### src/hdl/tdp_pkg.sv
// package: register map, field layout and states of the transmit descriptor pointer tracker
package tdp_pkg;
   localparam logic [7:0] TDP_CMD_OFS = 8'h00;
   localparam logic [7:0] TDP_PTR_OFS = 8'h20;
   localparam logic [7:0] TDP_STAT_OFS = 8'h04;
   localparam int TDP_ADR_W = 8;
   localparam int TDP_PTR_LSB = 2;
   localparam int TDP_CMD_TXE_BIT = 0;
   localparam int TDP_CMD_SRST_BIT = 1;
   localparam logic [31:0] TDP_PTR_RST = 32'h0000_0000;
   localparam logic [1:0] TDP_LOW_ZERO = 2'h0;
   localparam logic [29:0] TDP_NULL_LINK = 30'h0000_0000;
   typedef enum logic [1:0] {
      TDP_IDLE,
      TDP_FETCH,
      TDP_WAIT,
      TDP_PARKED
   } tdp_state_type;
endpackage

### src/hdl/tdp_wb_slave.sv
// wishbone classic slave: decode and one-cycle registered ack
`timescale 1ns/1ps
module tdp_wb_slave
  import tdp_pkg::*;
(
   // clock and reset
   input wire logic clk,
   input wire logic rst_n,
   // wishbone
   input wire logic wb_cyc_i,
   input wire logic wb_stb_i,
   input wire logic wb_we_i,
   input wire logic [tdp_pkg::TDP_ADR_W-1:0] wb_adr_i,
   input wire logic [3:0] wb_sel_i,
   output logic wb_ack_o,
   // decoded strobes, valid in the cycle before the ack is raised
   output logic acc_stb,
   output logic acc_we,
   output logic [tdp_pkg::TDP_ADR_W-1:0] acc_adr,
   output logic [3:0] acc_sel
);
   logic ack_ff;
   logic nxt_ack;
   // ack after one wait cycle, dropped the cycle after it is given
   always_comb
   begin
      nxt_ack = wb_cyc_i & wb_stb_i & ~ack_ff;
   end
   always_ff @(posedge clk or negedge rst_n)
   begin
      if (!rst_n)
         ack_ff <= 1'b0;
      else
         ack_ff <= nxt_ack;
   end
   assign wb_ack_o = ack_ff;
   assign acc_stb = nxt_ack;
   assign acc_we = wb_we_i;
   assign acc_adr = wb_adr_i;
   assign acc_sel = wb_sel_i;
endmodule

### src/hdl/tdp_tracker.sv
// transmit descriptor pointer tracker with wishbone register access
`timescale 1ns/1ps
module tdp_tracker
  import tdp_pkg::*;
(
   // clock and reset
   input wire logic clk,
   input wire logic rst_n,
   // wishbone slave
   input wire logic wb_cyc_i,
   input wire logic wb_stb_i,
   input wire logic wb_we_i,
   input wire logic [tdp_pkg::TDP_ADR_W-1:0] wb_adr_i,
   input wire logic [3:0] wb_sel_i,
   input wire logic [31:0] wb_dat_i,
   output logic [31:0] wb_dat_o,
   output logic wb_ack_o,
   // descriptor fetch logic
   output logic link_req,
   output logic [31:0] link_addr,
   input wire logic link_valid,
   input wire logic [31:0] link_data,
   input wire logic tx_done,
   // state to the transmit side
   output logic tx_active,
   output logic [31:0] tx_desc_pointer
);
   import tdp_pkg::*;

   function automatic logic [31:0] merge_bytes(input logic [31:0] old_v, input logic [31:0] new_v,
                                               input logic [3:0] sel);
      logic [31:0] r;
      r = old_v;
      for (int i = 0; i < 4; i++)
         if (sel[i])
            r[i*8 +: 8] = new_v[i*8 +: 8];
      return r;
   endfunction

   logic acc_stb;
   logic acc_we;
   logic [TDP_ADR_W-1:0] acc_adr;
   logic [3:0] acc_sel;

   tdp_wb_slave u_wb (
      .clk(clk),
      .rst_n(rst_n),
      .wb_cyc_i(wb_cyc_i),
      .wb_stb_i(wb_stb_i),
      .wb_we_i(wb_we_i),
      .wb_adr_i(wb_adr_i),
      .wb_sel_i(wb_sel_i),
      .wb_ack_o(wb_ack_o),
      .acc_stb(acc_stb),
      .acc_we(acc_we),
      .acc_adr(acc_adr),
      .acc_sel(acc_sel)
   );

   tdp_state_type state_ff, nxt_state;
   logic [29:0] ptr_ff, nxt_ptr;
   logic [31:0] dat_ff, nxt_dat;
   logic req_ff, nxt_req;
   logic act_ff, nxt_act;
   logic wr_ptr, wr_cmd, txe_wr, srst_wr;
   logic [31:0] ptr_word, merged;

   assign ptr_word = {ptr_ff, TDP_LOW_ZERO};
   assign wr_ptr = acc_stb & acc_we & (acc_adr == TDP_PTR_OFS);
   assign wr_cmd = acc_stb & acc_we & (acc_adr == TDP_CMD_OFS);
   assign txe_wr = wr_cmd & acc_sel[0] & wb_dat_i[TDP_CMD_TXE_BIT];
   assign srst_wr = wr_cmd & acc_sel[0] & wb_dat_i[TDP_CMD_SRST_BIT];
   assign merged = merge_bytes(ptr_word, wb_dat_i, acc_sel);

   always_comb
   begin
      nxt_state = state_ff;
      nxt_ptr = ptr_ff;
      nxt_req = 1'b0;
      case (state_ff)
         TDP_IDLE:
         begin
            // a load while active would race the walk, so only idle loads take
            if (wr_ptr)
               nxt_ptr = merged[31:TDP_PTR_LSB];
            if (txe_wr)
            begin
               nxt_state = TDP_FETCH;
               nxt_req = 1'b1;
            end
         end
         TDP_FETCH, TDP_WAIT:
         begin
            nxt_state = TDP_WAIT;
            if (link_valid)
            begin
               if (link_data[31:TDP_PTR_LSB] == TDP_NULL_LINK)
                  nxt_state = TDP_PARKED;
               else
               begin
                  nxt_ptr = link_data[31:TDP_PTR_LSB];
                  nxt_state = TDP_FETCH;
                  nxt_req = 1'b1;
               end
            end
         end
         TDP_PARKED:
         begin
            if (txe_wr)
            begin
               nxt_state = TDP_FETCH;
               nxt_req = 1'b1;
            end
            else if (tx_done)
               nxt_state = TDP_IDLE;
         end
         default:
            nxt_state = TDP_IDLE;
      endcase
      if (srst_wr)
      begin
         nxt_state = TDP_IDLE;
         nxt_ptr = TDP_PTR_RST[31:TDP_PTR_LSB];
         nxt_req = 1'b0;
      end
      nxt_act = (nxt_state != TDP_IDLE);
      nxt_dat = 32'h0000_0000;
      if (acc_stb & ~acc_we)
         case (acc_adr)
            TDP_PTR_OFS: nxt_dat = ptr_word;
            TDP_STAT_OFS: nxt_dat = {30'h0000_0000, state_ff == TDP_PARKED, act_ff};
            default: nxt_dat = 32'h0000_0000;
         endcase
   end

   always_ff @(posedge clk or negedge rst_n)
   begin
      if (!rst_n)
      begin
         state_ff <= TDP_IDLE;
         ptr_ff <= TDP_PTR_RST[31:TDP_PTR_LSB];
         dat_ff <= 32'h0000_0000;
         req_ff <= 1'b0;
         act_ff <= 1'b0;
      end
      else
      begin
         state_ff <= nxt_state;
         ptr_ff <= nxt_ptr;
         dat_ff <= nxt_dat;
         req_ff <= nxt_req;
         act_ff <= nxt_act;
      end
   end

   assign wb_dat_o = dat_ff;
   assign link_req = req_ff;
   assign link_addr = ptr_word;
   assign tx_active = act_ff;
   assign tx_desc_pointer = ptr_word;

   a_ptr_low_zero: assert property (@(posedge clk) disable iff (!rst_n)
      tx_desc_pointer[1:0] == TDP_LOW_ZERO)
      else $error("pointer low bits not zero");
   a_null_holds: assert property (@(posedge clk) disable iff (!rst_n)
      (state_ff == TDP_WAIT && link_valid && link_data[31:TDP_PTR_LSB] == TDP_NULL_LINK
       && !srst_wr)
      |=> $stable(ptr_ff) && state_ff == TDP_PARKED)
      else $error("null link moved pointer");
   a_link_advance: assert property (@(posedge clk) disable iff (!rst_n)
      (state_ff == TDP_WAIT && link_valid && link_data[31:TDP_PTR_LSB] != TDP_NULL_LINK
       && !srst_wr)
      |=> ptr_ff == $past(link_data[31:TDP_PTR_LSB]) && link_req)
      else $error("pointer did not follow link");
   a_txe_reread: assert property (@(posedge clk) disable iff (!rst_n)
      (state_ff == TDP_PARKED && txe_wr && !srst_wr) |=> link_req && $stable(ptr_ff))
      else $error("transmit enable did not reread link");
   a_load_idle: assert property (@(posedge clk) disable iff (!rst_n)
      (wr_ptr && state_ff == TDP_IDLE && !srst_wr)
      |=> ptr_word == {$past(merged[31:TDP_PTR_LSB]), TDP_LOW_ZERO})
      else $error("idle load not taken");
   a_load_refused: assert property (@(posedge clk) disable iff (!rst_n)
      (wr_ptr && state_ff == TDP_PARKED && !srst_wr) |=> $stable(ptr_ff))
      else $error("pointer load taken while busy");
   a_readback: assert property (@(posedge clk) disable iff (!rst_n)
      (acc_stb && !acc_we && acc_adr == TDP_PTR_OFS) |=> wb_ack_o && wb_dat_o == $past(ptr_word))
      else $error("pointer readback wrong");
endmodule

### config.mk
export PLATFORM = sky130hd
export DESIGN_NAME = tdp_tracker
export DESIGN_NICKNAME = d
export VERILOG_FILES = /design/src/hdl/tdp_pkg.sv /design/src/hdl/tdp_wb_slave.sv /design/src/hdl/tdp_tracker.sv
export SDC_FILE = /design/constraint.sdc
export NUM_CORES = 1
export LEC_CHECK = 0
export ABC_AREA = 0
export BUFFER_PORTS_ARGS = -buffer_cell sky130_fd_sc_hd__clkbuf_2
export CELL_PAD_IN_SITES_DETAIL_PLACEMENT = 2
export CELL_PAD_IN_SITES_GLOBAL_PLACEMENT = 2
export CORE_MARGIN = 2
export CORE_UTILIZATION = 27
export CTS_CLUSTER_SIZE = 14
export DETAILED_ROUTE_END_ITERATION = 10
export PLACE_DENSITY_LB_ADDON = 0.1
export SKIP_LAST_GASP = 1
export SLEW_MARGIN = 25
export SYNTH_ARGS = -nofsm -noshare
export SYNTH_HDL_FRONTEND = slang
export SYNTH_HIERARCHICAL = 1
export SYNTH_SLANG_ARGS = --single-unit
### constraint.sdc
create_clock -name clk -period 2.6 [get_ports clk]
set_input_delay 0.26 -clock clk [delete_from_list [all_inputs] [get_ports clk]]
set_output_delay 0.26 -clock clk [all_outputs]
set_load 0.05 [all_outputs]
==> summary.txt <==
Inst Count DP: 566
Worst slew margin: 42.60%
RSZ-0062 raised after global routing: false
Post-route insts no fill: 582
Final WL: 10.24 mm
Antenna diode count: 0
Clock skew: 0.004315 ns
Post-layout min period: 2.405 ns
I/O pin cnt: 182
Max-cap violation count: 0
Core Util, Final: 37.13%
Critical path class: flip-flop to flip-flop
Syn Inst Count: 269
Root buffer cell: clkbuf_16
Die area: 13350 um2
NumNets Final: 494
Initial core utilization: 27.85%
Critical path cell sequence: and3b_1, nor4b_4, nand4_1, and2_1, a221oi_4, mux2_2
Clk Latency, worst-skew pair: 0.34 ns
EDFF count, synth: 0
Flop pwr share: 38.8%
DR pass1 iterations: 4
Sw Ratio: 21.77%
Initial antenna violation count: 0
Prevailing post-synth register cell: dfrtp_1
Hold Fails Final Rpt: 0
Global Route Usage Sum: 15.77%
Die height: 115.5 um
Run status: finished clean
R2R depth: 6
ANT nets after route: 0
Vias per inst: 4.541
Int Pwr: 2.121 mW
Largest net degree at the start of global routing: 68
TritonCTS clock tree: done
Slowest CP cell: a221oi_4
Number of global-route vias before repair: 2859
Clk slew on worst S/H paths: 0.06 ns
CP required: 2.82 ns
Slew of the pin with the lowest slew margin: 0.8610 ns
Fraction of layout cells with a size suffix above 1: 59.66%
Total power: 2.711 mW
R2R setup slack: 0.20 ns
Count of final setup violators: 0
CTS Buf Count: 9
Worst Setup SP: u_wb/wb_ack_o$_DFF_PN0_
GP Congestion: 0.7595
Drt drc: 0
Clock sink total: 67
Synth cell types: 35
Mapped cell area: 3359 um2
Mapped Avg Cell Area: 12.49 um2
CP endpoint kind: flip-flop
Slew Limit Fails: 0
Total grt overflow: 0
Vias: 2643
CTS resizes: 0
Die Wd: 115.5 um
NetSw: 0.5902 mW
Comb pwr share: 7.3%
Global-route wire length before repair: 15.85 mm
Synth Warn #: 6
Rows: 40
Worst Hold Class: input port to async pin
Post-DP HPWL: 7.919 mm
Largest stage delay on the critical path: 0.47 ns
Post-synth ARST share: 100.0%
I/O Buffers: 175
Core area: 12060 um2
Register area share after synthesis: 49.91%
PD cells: 605.4 nW/um2
H-tree levels: 3
Power share of the clock group: 53.9%
DR iter-0 viols: 88
Arr. time, crit path: 2.62 ns
Worst R2R End: ptr_ff[0]$_DFFE_PN0P_
Crit path max fanout: 10
Layout area overhead: 33.30%
Worst reg2reg path startpoint: u_wb/wb_ack_o$_DFF_PN0_
Wire per inst: 17.60 um
Fmax achieved: 415.8 MHz
Maximum VDD drop: 463.1 uV
CP Launch Type: flip-flop
Final Cycle Share: 92.50%
Flops & latches, synth: 67
Clock buffer depth: 2
Final setup TNS: 0 ns
Leakage: 2.381 nW
## timing repair
item | in CTS | in global routing
setup buffers | 0 | 0
hold buffers | 0 | 0
setup endpoints to repair | 0 | 1
## routing by layer
metal	global-route usage (%)	up-vias	wire length, um
li1	-	1198	-
met1	19.12	1340	4127
met2	26.67	91	5355
met3	4.184	14	544
met4	6.345	0	215
met5	0	-	0
## worst max path at each step
stage / endpoint / slack [ns]
floorplan: ptr_ff[0]$_DFFE_PN0P_ / 0.22
global placement: ptr_ff[2]$_DFFE_PN0P_ / 0.22
detailed placement: ptr_ff[2]$_DFFE_PN0P_ / 0.15
CTS: ptr_ff[2]$_DFFE_PN0P_ / 0.12
global route: ptr_ff[0]$_DFFE_PN0P_ / 0.01
finish: ptr_ff[0]$_DFFE_PN0P_ / 0.20
## synthesized netlist by cell type, types with 2 or more instances
| library cell | count | share of area [%] |
|---|---|---|
| dfrtp_1 | 67 | 50 |
| buf_4 | 47 | 11 |
| and2_1 | 31 | 5.8 |
| mux2_2 | 31 | 10 |
| a22o_1 | 24 | 6.3 |
| nor4_1 | 7 | 1.3 |
| a22o_2 | 6 | 1.8 |
| clkbuf_1 | 5 | 0.56 |
| nor2b_1 | 5 | 0.93 |
| inv_1 | 4 | 0.45 |
| nor2_1 | 4 | 0.45 |
| a2111oi_4 | 3 | 2.5 |
| a221o_2 | 3 | 1.0 |
| nand2_1 | 3 | 0.34 |
| nand4_1 | 3 | 0.56 |
| a21o_1 | 2 | 0.45 |
| and3b_1 | 2 | 0.52 |
| and4b_1 | 2 | 0.60 |
| buf_2 | 2 | 0.30 |
| ha_1 | 2 | 0.74 |
| nor3_1 | 2 | 0.30 |
## power groups by stage
stage	combinational, mW	sequential (mW)	clock, mW
6_report	0.197	1.05	1.46
5_1_grt	0.217	1.05	1.53
4_1_cts	0.203	1.05	1.50
3_5_place_dp	0.202	1.07	0
3_3_place_gp	0.200	1.07	0
2_1_floorplan	0.0992	1.08	0
## final cells by class
type / instances / area (um2)
fill: 1292 / 7584
sequential: 67 / 1677
multi-input combinational: 146 / 1292
timing repair buffer: 181 / 923.4
clock buffer: 11 / 252.7
tap: 168 / 210.2
clock inverter: 5 / 107.6
inverter: 4 / 15.01
## flip-flops by register name, summed over array words and instances (netlist names)
name	flops
tx_active	1
state_ff	2
ptr_ff	30
link_req	1
wb_dat_o	32
u_wb/wb_ack_o	1
## through the flow
step | hold slack [ns] | worst slack [ns] | instance area (um2)
2_1_floorplan | -0.03559 | 0.2163 | 3371
3_3_place_gp | 0.4402 | 0.2227 | 4118
3_5_place_dp | 0.4493 | 0.1467 | 4118
4_1_cts | 0.07967 | 0.1237 | 4478
5_1_grt | 0.1122 | 0.01262 | 4478
6_report | 0.02280 | 0.1951 | 4478
## placed cells by master (no fill, tap or decap), types with 4 or more instances in the layout
master / n
clkbuf_2: 174
nor4_1: 7
mux2_2: 31
nor2b_1: 5
nor2_1: 4
inv_1: 4
buf_4: 7
clkbuf_16: 9
and2_1: 31
conb_1: 4
a22o_2: 6
a22o_1: 24
dfrtp_1: 67
## worst max-delay path: cells and delay by family, from the launching register on
kind	cells	cell delay, ns
multiplexers	1	0.38
AND/OR/NAND/NOR	4	1.05
flip-flops	1	0.37
AO/OA/AOI/OAI	1	0.47
## logic make-up (layout without fill, tap and decap cells)
kind of cell               Yosys count  after routing  synth area share (%)
DFF                                 67             67                 49.91
AOI/OAI and AO/OA                   45             45                 14.19
other                                1              4                0.1116
adders and majority gates            2              2                0.7448
muxes                               31             31                 10.39
buffers and inverters               59            201                 12.14
and+or+nand+nor                     64             64                 12.51
No activity file was read; power rests on OpenSTA's default activity.
